**config.mk**
```make
export PLATFORM = sky130hd
export DESIGN_NAME = flse_sequencer
export DESIGN_NICKNAME = d
export VERILOG_FILES = /design/src/hdl/flse_pkg.sv /design/src/hdl/flse_lockbits.sv /design/src/hdl/flse_sequencer.sv /design/src/hdl/flse_timer.sv
export SDC_FILE = /design/constraint.sdc
export NUM_CORES = 1
export LEC_CHECK = 0
export ABC_AREA = 1
export BUFFER_PORTS_ARGS = -buffer_cell sky130_fd_sc_hd__buf_2
export CORE_MARGIN = 4
export CORE_UTILIZATION = 60
export DETAILED_ROUTE_END_ITERATION = 7
export HOLD_SLACK_MARGIN = 0.1
export PLACE_DENSITY_LB_ADDON = 0.25
export SYNTH_ARGS = -nofsm -noshare
export SYNTH_HDL_FRONTEND = slang
export SYNTH_SLANG_ARGS = --single-unit
```
**constraint.sdc**
```tcl
create_clock -name sys_clk -period 3.9 [get_ports sys_clk]
set_input_delay 0.195 -clock sys_clk [delete_from_list [all_inputs] [get_ports sys_clk]]
set_output_delay 0.195 -clock sys_clk [all_outputs]
set_load 0.01 [all_outputs]
```
**src/hdl/flse_pkg.sv**
```systemverilog
// Purpose: Shared constants for the flash lock, erase and status sequencer.
// Assumes: Command codes are compared on the low byte only.
// Notes: Timing counts are cycles of the 40 MHz system clock.
package flse_pkg;
	// Command codes, low byte of the written word.
	localparam logic [7:0] CMD_READ_ARRAY = 8'hff;
	localparam logic [7:0] CMD_READ_STATUS = 8'h70;
	localparam logic [7:0] CMD_CLEAR_STATUS = 8'h50;
	localparam logic [7:0] CMD_PROGRAM = 8'h40;
	localparam logic [7:0] CMD_BLOCK_ERASE = 8'h20;
	localparam logic [7:0] CMD_ERASE_ALL = 8'ha7;
	localparam logic [7:0] CMD_LOCK_PROGRAM = 8'h77;
	localparam logic [7:0] CMD_LOCK_READ = 8'h71;
	localparam logic [7:0] CMD_CONFIRM = 8'hd0;
	// Status byte bit positions.
	localparam int STAT_READY_POS = 7;
	localparam int STAT_ERASE_POS = 5;
	localparam int STAT_PROG_POS = 4;
	// Block map: blocks 0..8 plus the small block at index 9.
	localparam int NUM_BLOCKS = 10;
	localparam int LAST_BULK_BLOCK = 8;
	localparam int SMALL_BLOCK = 9;
	// Reset value of every lock bit (erased, unlocked).
	localparam logic LOCK_RESET = 1'b1;
	// Operation times in cycles of the array model.
	localparam int ERASE_CYCLES = 16;
	localparam int PROG_CYCLES = 4;
	localparam int LOCK_CYCLES = 4;
	// Sequencer states.
	typedef enum logic [2:0] {FLSE_IDLE, FLSE_WAIT2, FLSE_BUSY_PROG, FLSE_BUSY_ERASE,
		FLSE_BUSY_BULK, FLSE_BUSY_LOCK, FLSE_BUSY_LREAD} flse_state_t;
endpackage : flse_pkg

```
**src/hdl/flse_lockbits.sv**
```systemverilog
// Purpose: Store of the per-block lock bits.
// Assumes: Nonvolatility is modelled by reset to the erased value.
// Notes: Bits clear only by lock programming and set only by erase.
`timescale 1ns/100ps
module flse_lockbits
	import flse_pkg::*;
#(
	parameter int N = NUM_BLOCKS
) (
	input wire logic sys_clk,
	input wire logic rst,
	input wire logic [$clog2(N)-1:0] sel,
	input wire logic clr_sel,
	input wire logic set_sel,
	output logic [N-1:0] bits
);
	initial begin
		if (N < 2) $error("flse_lockbits: N too small");
	end
	// Per-bit update; set comes only from a finished erase.
	always_ff @(posedge sys_clk) begin
		if (rst) begin
			bits <= {N{LOCK_RESET}};
		end else if (set_sel) begin
			bits[sel] <= 1'b1;
		end else if (clr_sel) begin
			bits[sel] <= 1'b0;
		end
	end
endmodule : flse_lockbits

```
**src/hdl/flse_sequencer.sv**
```systemverilog
// Function
// - A7h then D0h starts bulk erase
// - Bulk erase covers blocks zero to eight
// - Ready low while any operation runs
// - RAM mode shows status once erase starts
// - 77h then D0h clears block lock
// - 71h then D0h loads lock result
// - Zero lock bit blocks program and erase
// - Lock set only by erase
// - Disable flag unlocks all, bits retained
// - Disabled erase sets erased lock bits
// - Status byte D7 ready, D5, D4 errors
// - RAM mode reads status after operations
// - Clear resets errors; errors reject program, erase and lock program
// - Error pair encodes cause
// - Bad second cycle flags sequence error
// - FFh second cycle cancels to read, except after 40h
// - Erase error on locked or failed erase
// - Program error on locked or failed program
// - Disabled protection suppresses lock errors
// - Commands use low byte only
// - FFh enters array read mode
// - 50h clears both error flags
// - 70h makes next read status
//
// Purpose: Command decoder and sequencer for flash rewrite with lock protection.
// Assumes: One write or read strobe per cycle; addresses are already even and in user area.
// Notes: The array itself is outside; its verify result arrives on the verify_fail input.
`timescale 1ns/100ps
module flse_sequencer
	import flse_pkg::*;
#(
	parameter int N_BLK = NUM_BLOCKS,
	parameter int TW = 8
) (
	input wire logic sys_clk,
	input wire logic rst,
	input wire logic cmd_wr,
	input wire logic [15:0] cmd_data,
	input wire logic [$clog2(N_BLK)-1:0] cmd_block,
	input wire logic cmd_top_addr,
	input wire logic rd_en,
	input wire logic [15:0] array_rdata,
	input wire logic ram_exec_rewrite_mode,
	input wire logic lock_protect_disable,
	input wire logic verify_fail,
	output logic [15:0] rd_data,
	output logic status_mode,
	output logic sequencer_ready_flag,
	output logic erase_error_flag,
	output logic program_error_flag,
	output logic lock_state_result,
	output logic [7:0] flash_status_readback,
	output logic array_prog_go,
	output logic array_erase_go,
	output logic [$clog2(N_BLK)-1:0] array_block
);
	localparam int BW = $clog2(N_BLK);

	initial begin
		if (N_BLK != NUM_BLOCKS) $error("flse_sequencer: block map is fixed");
		if (TW < 5) $error("flse_sequencer: timer too narrow");
	end

	////////////////////////////////////////////////////////////////////////////////
	// State.

	flse_state_t state_r, state_nxt; // Sequencer state.
	logic [7:0] first_r; // First-cycle command code.
	logic [BW-1:0] first_blk_r; // Block given in the first cycle.
	logic [BW-1:0] blk_r; // Block under operation.
	logic status_mode_r; // Reads return the status byte.
	logic status_once_r; // One status read pending after 70h.
	logic eerr_r; // Erase error flag.
	logic perr_r; // Program error flag.
	logic lres_r; // Lock state result.
	logic fail_seen_r; // Any verify fail during a bulk erase.
	logic [BW-1:0] blk_nxt;
	logic timer_start;
	logic [TW-1:0] timer_load;
	logic timer_done;
	logic [N_BLK-1:0] lock_bits;
	logic lock_clr, lock_set;

	////////////////////////////////////////////////////////////////////////////////
	// Decode of the incoming command word.

	wire [7:0] code = cmd_data[7:0];
	wire is_idle = (state_r == FLSE_IDLE);
	wire is_wait2 = (state_r == FLSE_WAIT2);
	wire err_any = eerr_r | perr_r;
	wire wr1 = cmd_wr && is_idle;
	wire wr2 = cmd_wr && is_wait2;
	// Two-cycle first codes.
	wire two_cycle = (code == CMD_PROGRAM) || (code == CMD_BLOCK_ERASE) || (code == CMD_ERASE_ALL) ||
		(code == CMD_LOCK_PROGRAM) || (code == CMD_LOCK_READ);
	// Commands refused while an error flag stands; lock read stays allowed.
	wire guarded = (code == CMD_PROGRAM) || (code == CMD_BLOCK_ERASE) || (code == CMD_ERASE_ALL) ||
		(code == CMD_LOCK_PROGRAM);
	wire known1 = two_cycle || (code == CMD_READ_ARRAY) || (code == CMD_READ_STATUS) ||
		(code == CMD_CLEAR_STATUS);
	wire confirm = (code == CMD_CONFIRM);
	wire cancel = (code == CMD_READ_ARRAY) && (first_r != CMD_PROGRAM);
	// Effective lock: protection off makes every block unlocked.
	wire [N_BLK-1:0] unlocked = lock_bits | {N_BLK{lock_protect_disable}};
	wire sel_unlocked = unlocked[cmd_block];
	// Block addressing: lock commands need the top even address; lock program also needs the same block in both cycles.
	wire addr_ok = cmd_top_addr && (cmd_block == first_blk_r);
	// A malformed second cycle: wrong confirm value, or bad lock address.
	wire seq_err2 = wr2 && (first_r != CMD_PROGRAM) && !cancel &&
		(!confirm || (((first_r == CMD_LOCK_PROGRAM) || (first_r == CMD_LOCK_READ)) && !cmd_top_addr) ||
		((first_r == CMD_LOCK_PROGRAM) && !addr_ok));
	wire seq_err1 = wr1 && !known1;
	wire go2 = wr2 && !seq_err2 && !cancel && (first_r == CMD_PROGRAM || confirm);
	// Locked target of program or block erase: error, no array activity.
	wire locked_hit = go2 && !sel_unlocked &&
		((first_r == CMD_PROGRAM) || (first_r == CMD_BLOCK_ERASE));
	// First unlocked block at or after a start point, for the bulk walk.
	function automatic logic [BW:0] next_bulk(input logic [BW-1:0] from, input logic [N_BLK-1:0] ok);
		logic [BW:0] r;
		r = {1'b1, {BW{1'b0}}};
		for (int i = LAST_BULK_BLOCK; i >= 0; i--) begin
			if (i >= int'(from) && ok[i]) r = {1'b0, BW'(i)};
		end
		return r;
	endfunction : next_bulk
	wire [BW:0] bulk_first = next_bulk('0, unlocked);
	wire [BW:0] bulk_after = (int'(blk_r) >= LAST_BULK_BLOCK) ? {1'b1, {BW{1'b0}}} :
		next_bulk(blk_r + BW'(1), unlocked);

	////////////////////////////////////////////////////////////////////////////////
	// Next-state logic.

	// Pick the next state and start the array timer.
	always_comb begin
		state_nxt = state_r;
		blk_nxt = blk_r;
		timer_start = 1'b0;
		timer_load = TW'(PROG_CYCLES);
		case (state_r)
			FLSE_IDLE: begin
				if (wr1 && two_cycle && !(guarded && err_any)) begin
					state_nxt = FLSE_WAIT2;
				end
			end
			FLSE_WAIT2: begin
				if (cmd_wr) begin
					state_nxt = FLSE_IDLE;
					blk_nxt = cmd_block;
					if (go2 && !locked_hit) begin
						timer_start = 1'b1;
						case (first_r)
							CMD_PROGRAM: begin
								state_nxt = FLSE_BUSY_PROG;
							end
							CMD_BLOCK_ERASE: begin
								state_nxt = FLSE_BUSY_ERASE;
								timer_load = TW'(ERASE_CYCLES);
							end
							CMD_ERASE_ALL: begin
								timer_load = TW'(ERASE_CYCLES);
								if (bulk_first[BW]) begin
									state_nxt = FLSE_IDLE;
									timer_start = 1'b0;
								end else begin
									state_nxt = FLSE_BUSY_BULK;
									blk_nxt = bulk_first[BW-1:0];
								end
							end
							CMD_LOCK_PROGRAM: begin
								state_nxt = FLSE_BUSY_LOCK;
								timer_load = TW'(LOCK_CYCLES);
							end
							default: begin
								state_nxt = FLSE_BUSY_LREAD;
								timer_load = TW'(LOCK_CYCLES);
							end
						endcase
					end
				end
			end
			FLSE_BUSY_BULK: begin
				if (timer_done) begin
					if (bulk_after[BW]) begin
						state_nxt = FLSE_IDLE;
					end else begin
						blk_nxt = bulk_after[BW-1:0];
						timer_start = 1'b1;
						timer_load = TW'(ERASE_CYCLES);
					end
				end
			end
			FLSE_BUSY_PROG, FLSE_BUSY_ERASE, FLSE_BUSY_LOCK, FLSE_BUSY_LREAD: begin
				if (timer_done) state_nxt = FLSE_IDLE;
			end
			default: begin
				state_nxt = FLSE_IDLE;
			end
		endcase
	end

	// Finishing events; bulk erase ends a block on each timer pulse.
	wire end_erase = timer_done && ((state_r == FLSE_BUSY_ERASE) || (state_r == FLSE_BUSY_BULK));
	wire end_prog = timer_done && (state_r == FLSE_BUSY_PROG);
	wire end_lock = timer_done && (state_r == FLSE_BUSY_LOCK);
	assign lock_set = end_erase && !verify_fail;
	assign lock_clr = end_lock && !verify_fail;

	////////////////////////////////////////////////////////////////////////////////
	// Registers.

	// State, command capture and operated block.
	always_ff @(posedge sys_clk) begin
		if (rst) begin
			state_r <= FLSE_IDLE;
			first_r <= 8'h00;
			first_blk_r <= '0;
			blk_r <= '0;
		end else begin
			state_r <= state_nxt;
			blk_r <= blk_nxt;
			if (wr1) begin
				first_r <= code;
				first_blk_r <= cmd_block;
			end
		end
	end

	// Error flags; a new error wins over a clear in the same cycle.
	wire clr_cmd = wr1 && (code == CMD_CLEAR_STATUS);
	wire set_e = seq_err1 || seq_err2 || (locked_hit && first_r == CMD_BLOCK_ERASE) ||
		(end_erase && verify_fail);
	wire set_p = seq_err1 || seq_err2 || (locked_hit && first_r == CMD_PROGRAM) ||
		((end_prog || end_lock) && verify_fail);
	always_ff @(posedge sys_clk) begin
		if (rst) begin
			eerr_r <= 1'b0;
			perr_r <= 1'b0;
			fail_seen_r <= 1'b0;
		end else begin
			eerr_r <= set_e | (eerr_r & ~clr_cmd);
			perr_r <= set_p | (perr_r & ~clr_cmd);
			fail_seen_r <= (state_r == FLSE_BUSY_BULK) & (fail_seen_r | (timer_done & verify_fail));
		end
	end

	// Read mode: status after operations in RAM mode, or once after 70h.
	always_ff @(posedge sys_clk) begin
		if (rst) begin
			status_mode_r <= 1'b0;
			status_once_r <= 1'b0;
			lres_r <= 1'b0;
		end else begin
			if (wr1 && code == CMD_READ_ARRAY) begin
				status_mode_r <= 1'b0;
			end else if (wr2 && (cancel || first_r == CMD_LOCK_READ)) begin
				status_mode_r <= 1'b0;
			end else if (timer_start && ram_exec_rewrite_mode && is_wait2) begin
				status_mode_r <= 1'b1;
			end
			if (wr1 && code == CMD_READ_STATUS) begin
				status_once_r <= 1'b1;
			end else if (rd_en || cmd_wr) begin
				status_once_r <= 1'b0;
			end
			if (timer_done && state_r == FLSE_BUSY_LREAD) begin
				lres_r <= lock_bits[blk_r];
			end
		end
	end

	////////////////////////////////////////////////////////////////////////////////
	// Submodules.

	flse_timer #(.W(TW)) u_timer (
		.sys_clk(sys_clk),
		.rst(rst),
		.start(timer_start),
		.load(timer_load),
		.done(timer_done)
	);

	flse_lockbits #(.N(N_BLK)) u_locks (
		.sys_clk(sys_clk),
		.rst(rst),
		.sel(blk_r),
		.clr_sel(lock_clr),
		.set_sel(lock_set),
		.bits(lock_bits)
	);

	////////////////////////////////////////////////////////////////////////////////
	// Outputs.

	wire busy = !is_idle && !is_wait2;
	assign sequencer_ready_flag = !busy;
	assign erase_error_flag = eerr_r;
	assign program_error_flag = perr_r;
	assign lock_state_result = lres_r;
	assign status_mode = status_mode_r || status_once_r;
	// Status byte; reserved bits are zero.
	assign flash_status_readback = {!busy, 1'b0, eerr_r, perr_r, 4'h0};
	assign array_prog_go = timer_start && state_r == FLSE_WAIT2 && first_r == CMD_PROGRAM;
	assign array_erase_go = timer_start && (first_r == CMD_BLOCK_ERASE || first_r == CMD_ERASE_ALL);
	assign array_block = blk_nxt;

	// Registered read data.
	always_ff @(posedge sys_clk) begin
		if (rst) begin
			rd_data <= 16'h0000;
		end else if (rd_en) begin
			rd_data <= status_mode ? {8'h00, flash_status_readback} : array_rdata;
		end
	end

	////////////////////////////////////////////////////////////////////////////////
	// Assertions.

	// Ready must drop on the edge after a start and stay low until the timer ends the operation.
	a_ready_busy: assert property (@(posedge sys_clk) disable iff (rst)
		timer_start || (busy && !timer_done) |=> !sequencer_ready_flag && !flash_status_readback[STAT_READY_POS])
		else $error("ready high while busy");
	a_reserved_zero: assert property (@(posedge sys_clk) disable iff (rst)
		flash_status_readback[3:0] == 4'h0 && !flash_status_readback[6]) else $error("reserved bit set");
	a_clear_errors: assert property (@(posedge sys_clk) disable iff (rst)
		clr_cmd && !set_e && !set_p |=> !eerr_r && !perr_r) else $error("clear failed");
	a_reject_on_err: assert property (@(posedge sys_clk) disable iff (rst)
		wr1 && guarded && err_any |=> is_idle) else $error("command taken under error");
	a_seq_err_pair: assert property (@(posedge sys_clk) disable iff (rst)
		seq_err2 |=> eerr_r && perr_r) else $error("sequence error not flagged");
	a_cancel_clean: assert property (@(posedge sys_clk) disable iff (rst)
		wr2 && cancel && !err_any |=> is_idle && !eerr_r && !perr_r) else $error("cancel misbehaved");
	a_bulk_range: assert property (@(posedge sys_clk) disable iff (rst)
		state_r == FLSE_BUSY_BULK |-> int'(blk_r) <= LAST_BULK_BLOCK) else $error("bulk erase left range");
	// A failed verify on any block of the walk must leave the erase error standing.
	a_bulk_fail: assert property (@(posedge sys_clk) disable iff (rst)
		fail_seen_r |-> eerr_r) else $error("bulk verify fail lost");
	a_lock_disabled: assert property (@(posedge sys_clk) disable iff (rst)
		lock_protect_disable && go2 && (first_r == CMD_PROGRAM || first_r == CMD_BLOCK_ERASE) |=> busy)
		else $error("lock refused while disabled");
	a_ram_status: assert property (@(posedge sys_clk) disable iff (rst)
		array_erase_go && ram_exec_rewrite_mode && is_wait2 |=> status_mode) else $error("no status mode");
endmodule : flse_sequencer

```
**src/hdl/flse_timer.sv**
```systemverilog
// Purpose: Down counter that times one array operation.
// Assumes: start is a one-cycle pulse; a new start reloads the count.
// Notes: done is a one-cycle pulse when the count expires.
`timescale 1ns/100ps
module flse_timer #(
	parameter int W = 8
) (
	input wire logic sys_clk,
	input wire logic rst,
	input wire logic start,
	input wire logic [W-1:0] load,
	output logic done
);
	logic [W-1:0] cnt_r; // Remaining cycles.
	logic run_r; // Counter is active.
	initial begin
		if (W < 2) $error("flse_timer: W too small");
	end
	// Count down and pulse on expiry.
	always_ff @(posedge sys_clk) begin
		if (rst) begin
			cnt_r <= '0;
			run_r <= 1'b0;
			done <= 1'b0;
		end else begin
			done <= 1'b0;
			if (start) begin
				cnt_r <= load;
				run_r <= 1'b1;
			end else if (run_r) begin
				if (cnt_r <= W'(1)) begin
					run_r <= 1'b0;
					done <= 1'b1;
				end
				cnt_r <= cnt_r - W'(1);
			end
		end
	end
endmodule : flse_timer

```
Word-level counts from Yosys, hierarchy flattened. Cells that the tools add are included.

$add $sub $neg: 2. $mul: 0. Div/mod/pow operators: 0. Magnitude comparators: 14. Equality and inequality tests: 27. Shift operators: 0. Multiplexer cells: 65. Bitwise gates (word level): 11. Reduce and logical (&&, ||, !) cells: 94.

Operator list (number): $mux 5 (24); $eq 8x7->1 const B (8); $logic_and 1x1->1 (49); $eq 8x8->1 const B (4); $mux 4 (6); $pmux 3 s4 (2); $logic_or 1x1->1 (23); $mux 3 (7); $mux 10 (2); $or 10x10->10 (2); $eq 8x6->1 const B (2); $ge 3x4->1 const A (4); $mux 16 (1); $mux 8 (2); $mux 1 (15); $logic_not 1->1 (13); $and 10x10->10 (1); $lt 4x5->1 const B (2); $not 10->10 (1); $pmux 5 s2 (1); $eq 3x3->1 const B (3); $bmux 1 s4 (2); $ge 1x4->1 const A (2); $ge 2x4->1 const A (2); 24 further kinds (35).

Bits in registers: 60. Bits in latches: 0. Memory bits (writable): 0. Bits in read-only memories: 0. Input port bits: 44. Output and inout port bits: 35. Logic and storage cells: 227. Memories kept: 0.

Logic depth before layout (Yosys ltp).
Depth after elaboration: 19. Mapped depth: 19. Depth with buffers taken out: 18.

Hierarchy. From an unflattened synthesis, not the netlist that was laid out.

Cells, all modules: 660. Area total of the unflattened synthesis: 4252.8 um^2.

Modules (own cells, without submodules): flse_sequencer (instances 1, cells an instance 500, area an instance 3149.3 um^2, seq. area each 800.8 um^2); flse_timer (instances 1, cells an instance 89, area an instance 599.3 um^2, seq. area each 200.2 um^2); flse_lockbits (instances 1, cells an instance 71, area an instance 504.2 um^2, seq. area each 200.2 um^2).

Least setup slack after synthesis. Ideal clock, no wire load.

Kind: register -> output. Start point: reg blk_r[0]. End point: out array_block[0]. Data arrival time: 1.995 ns. Required time: 3.705 ns. Setup slack: 1.710 ns. Stages on the path, launching flop included: 15. Path buffers: 1. Cell sequence: dfxtp_1 buf_2 inv_1 ha_1 nand3_1 nand3_1 nand2_1 nor2_1 nand3_2 nand3_2 nor2_1 nor2_1 nand3_1 nand2_1 inv_1.

Longest elaborated chain between the ends: 16. Elaborated cells on any way between the ends: 34. Classes of those cells: add/sub (1); order compare (10); mux (14); reduce/logical (9).

RTL lines: start, declared (line flse_sequencer.sv:71) `logic [BW-1:0] blk_r;`; start signal, assigned (line flse_sequencer.sv:221) `blk_r <= blk_nxt;`; $add 4x1->4 (line flse_sequencer.sv:129) `next_bulk(blk_r + BW'(1), unlocked);`; $ge 4x4->1 (line flse_sequencer.sv:123) `if (i >= int'(from) && ok[i]) r = {1'b0, BW'(i)};`; $logic_and 1x1->1 (line flse_sequencer.sv:123); $mux 5 (9 in series) (line flse_sequencer.sv:123); $mux 5 (line flse_sequencer.sv:128) `wire [BW:0] bulk_after = (int'(blk_r) >= LAST_BULK_BLOCK) ? {1'b1, {BW{1'b0}}} :`; $mux 4 (line flse_sequencer.sv:184) `if (bulk_after[BW]) begin`; $mux 4 (line flse_sequencer.sv:183) `if (timer_done) begin`; $pmux 4 s2 * (line flse_sequencer.sv:140) `case (state_r)`; end, declared (line flse_sequencer.sv:56) `output logic [$clog2(N_BLK)-1:0] array_block`.

Mark *: on every way between the ends. The rest lies on a longest branch, timed or not.

Final worst setup path. Ends and elaborated chain as after synthesis.

==> results.txt <==
----------------------------------------------------
[Run status]
  Status ... finished clean

[Clock network]
  Source-to-sink clock delay at the later pin of the worst-skew pair ... 0.34 ns
  Post-CTS repair timing setup buffer count ... 0
  Sinks on the clock net ... 60
  CTS tree ... built
  CTS root buf ... clkbuf_8
  Count of H-tree levels built during CTS ... 3
  Clock-pin slew of the registers on the worst-case setup and hold paths ... 0.06 ns
  Number of instances resized during post-cts repair ... 0
  Maximum buffer depth of the clock tree ... 2
  Total clock buffers created by CTS ... 9
  Post-CTS Hold Fix Bufs ... 13

[Synthesis]
  Synthesized flop and latch total ... 60
  Number of warning messages in the yosys log ... 0
  Fraction of the mapped netlist area in simple logic gates ... between 30% and 40%
  Synth Area in Compound Gates ... 18.6%
  Post-synth EDFFs ... 0
  Share of synthesized flip-flops with an asynchronous set or reset ... 0%
  Adder and majority gate portion of the synthesized area ... 2.48%
  Cell area after synthesis ... 4030 um2
  Most area-consuming cells after synthesis ... dfxtp_1 30%, nand2_1 14%, inv_1 6.6%
  Cell variety after synth ... 45
  Flip-flop cell with the highest count after synthesis ... dfxtp_1
  Dominant combinational cell family by area after synthesis ... simple AND/OR/NAND/NOR gates
  Synthesized area divided by synthesized cell count ... 6.42 um2
  Biggest area consumer among synthesized cells ... dfxtp_1
  Share of Yosys cell area claimed by the top area cell type ... approximately 30%
  Xor-xnor portion of the synthesized cell area ... 1.30%
  Top cells by instance count after synthesis ... 145 x nand2_1, 71 x inv_1, 61 x nor2_1
  Seq/Total Area, Yosys ... 29.8%
  Multiplexer fraction of the synthesized cell area ... 0%
  Number of standard cells after synthesis ... 628
  Most frequent cell after synthesis ... nand2_1

[Setup path]
  Data arrival, critical path ... about 2.9 ns
  Worst r2r src ... blk_r[0]
  CP Capture Type ... output port
  Cells on worst reg2reg path ... 12
  Crit path kind ... reg2out
  Register-to-register setup slack ... between 1 and 1.5 ns
  CP Data Required Time ... 3.70 ns
  Startpoint type of the worst setup path ... flip-flop
  Worst flop-to-flop path endpoint ... u_timer.cnt_r[0]
  Highest net fanout along the worst path ... 14

[Power]
  Power density cells ... 456 nW/um2
  Proportion of total power due to net switching ... 39.6%
  Part of the total power dissipated in sequential elements ... between 30% and 40%
  IR Drop Worst-Case VDD ... 0.231 mV
  Combinational power share ... 36.4%
  Leakage ... 2.21 nW
  Switching power ... 0.841 mW
  Internal power ... 1.28 mW
  Part of the total power dissipated in the clock network ... 26.1%

[Final layout]
  Fillcell total ... around 540
  # diodes ... 0
  Signed area change from the synthesized netlist to the final layout ... 15.5%
  Nets ... 747
  Fraction of layout cells with a size suffix above 1 ... 19.2%

[Worst hold path]
  Hold Crit Depth ... 4
  Type of the tightest min-delay check ... in2reg
  Sink of the worst hold path ... status_once_r
  Launch instance of the worst min-delay path ... cmd_wr

[Floorplanning]
  I/O pins ... 79
  Die span in x ... 90.0 um
  # rows ... 29
  Area of the core ... 6420 um2
  Die area ... 8090 um2
  Die Span Y ... 90.0 um
  Starting Density ... 62.8%

[Drt]
  DRT iter0 DRCs ... 294
  Total wire length ... 10600 um
  Post-detailed-route wirelength per cell ... 13.6 um
  Final antenna-violating net count ... 0
  Detailed-route via count ... 4355
  Detail-routed via count per cell ... 5.62
  Number of detailed-route iterations in the first pass ... 6
  Remaining routing DRC violations ... 0

[Placed design]
  # port buffers ... between 60 and 70
  HPWL after detailed placement ... 7690 um
  Placement Setup Slack ... approximately 1.2 ns
  Last weighted congestion value of the routability-driven placer ... 0.933

[Global route]
  Antenna violations before repair ... 0
  First-pass GRT wire length ... 18000 um
  Number of global-route vias before repair ... 4048
  GR Util met1 ... 32.5%
  GR Layer Usage met3 ... 6.09%
  M2 GR Usage ... 44.7%
  Grt ovf ... 0
  Maximum number of pins on one net before global-route repair ... 39
  Global routing usage summed across all routing layers ... about a quarter
  GRT busiest layer ... met2

[STA]
  Final setup vio count ... 0
  Achievable Freq ... 328 MHz
  Min cycle time layout ... approximately 3.1 ns
  Slew @ Worst Pin ... 1.11 ns
  Final hold violation count ... 0
  Final worst setup slack ... roughly 0.85 ns
  Final TNS setup ... 0 ns
  Final count of pins violating max slew ... 0
  Unrepaired setup endpoints after global routing ... no
  Tcrit/Tclk final ... between 70% and 80%
  Relative max-transition margin ... 25.8%
  Final Skew ... 0.0101 ns

[Flow run]
  Total of max-cap violations ... 0

----------------------------------------------------
[layer usage]
layer  routed length (um)  part of all wire (%)  vias to the layer above
met1                 4630                    44                     1988
met5                    0                     0                        -
met2                 4940                    47                      151
met4                  260                   2.5                        0
li1                     -                     -                     2184
met3                  749                   7.1                       32
[layout make-up]
cell class | count | area [um2] | share of cell area [%]
multi-input cells | 458 | 2370 | 51.0
well taps | 77 | 96.3 | 2.07
repair buffers | 79 | 463 | 9.95
clock inverters | 2 | 35.0 | 0.753
flip-flops and latches | 60 | 1200 | 25.8
clock buffers | 12 | 155 | 3.33
inverters | 87 | 329 | 7.07
[cell families (layout without fill, tap and decap cells)]
| family | count (synthesis) | after routing |
|---|---|---|
| adders and majority gates | 8 | 8 |
| other | 1 | 5 |
| and+or+nand+nor | 307 | 307 |
| DFF | 60 | 60 |
| buffers and inverters | 114 | 180 |
| xor gates and xnor gates | 6 | 6 |
| AOI/OAI and AO/OA | 132 | 132 |
[power groups by stage]
stage / Sequential, mW / Clock [mW] / Combinational, mW
finish: 0.795 / 0.554 / 0.773
detailed placement: 0.804 / 0 / 0.752
global placement: 0.798 / 0 / 0.734
floorplan: 0.764 / 0 / 0.615
global route: 0.810 / 0.594 / 0.884
CTS: 0.792 / 0.564 / 0.767
[cells in the final DEF, fill, tap and decap left out, types with 6 or more instances in the layout]
master         count
nand2_1          145
nand4_1           14
ha_1               8
dfxtp_1           60
inv_2             15
o21ai_1           11
nor2_1            61
inv_1             71
nor3_1             7
o21ai_0           41
o211ai_1          13
buf_2             65
nor2_2             8
nand3_1           39
clkbuf_8          11
nand3_2            6
nor2_4             7
a21oi_1           52
dlygate4sd3_1     13
[worst max-delay path: stages, from the launching register on]
cell	delay, ns
dfxtp_1	0.58
inv_1	0.25
ha_1	0.37
nand3_1	0.09
nand3_1	0.13
nand2_1	0.06
nor2_1	0.23
nand3_2	0.16
nand3_2	0.18
nor2_1	0.07
nor2_1	0.08
nand3_1	0.08
nand2_1	0.08
inv_1	0.04
buf_2	0.13
[worst max-delay path by stage]
stage / startpoint / endpoint / slack (ns) / depth (start not counted)
6_report: blk_r[0] / array_block[0] / 0.85 / 14
5_1_grt: blk_r[0] / array_block[1] / 0.51 / 14
4_1_cts: blk_r[0] / array_block[1] / 0.83 / 15
3_5_place_dp: blk_r[0] / array_block[1] / 1.20 / 15
3_3_place_gp: blk_r[0] / array_block[0] / 1.27 / 14
2_1_floorplan: blk_r[0] / array_block[0] / 1.71 / 14
[metrics by stage]
step / instance area [um2] / power (mW) / utilization (%) / hold WS (ns) / instances
2_1_floorplan: 4050 / 1.38 / - / 0.337 / 632
6_report: 4650 / 2.12 / 72.5 / 0.158 / 775
5_1_grt: 4650 / 2.29 / 72.5 / 0.171 / 775
3_3_place_gp: 4330 / 1.53 / 67.5 / 0.444 / 748
3_5_place_dp: 4330 / 1.56 / 67.5 / 0.452 / 748
4_1_cts: 4650 / 2.12 / 72.5 / 0.137 / 775
No activity file was read; power rests on OpenSTA's default activity.
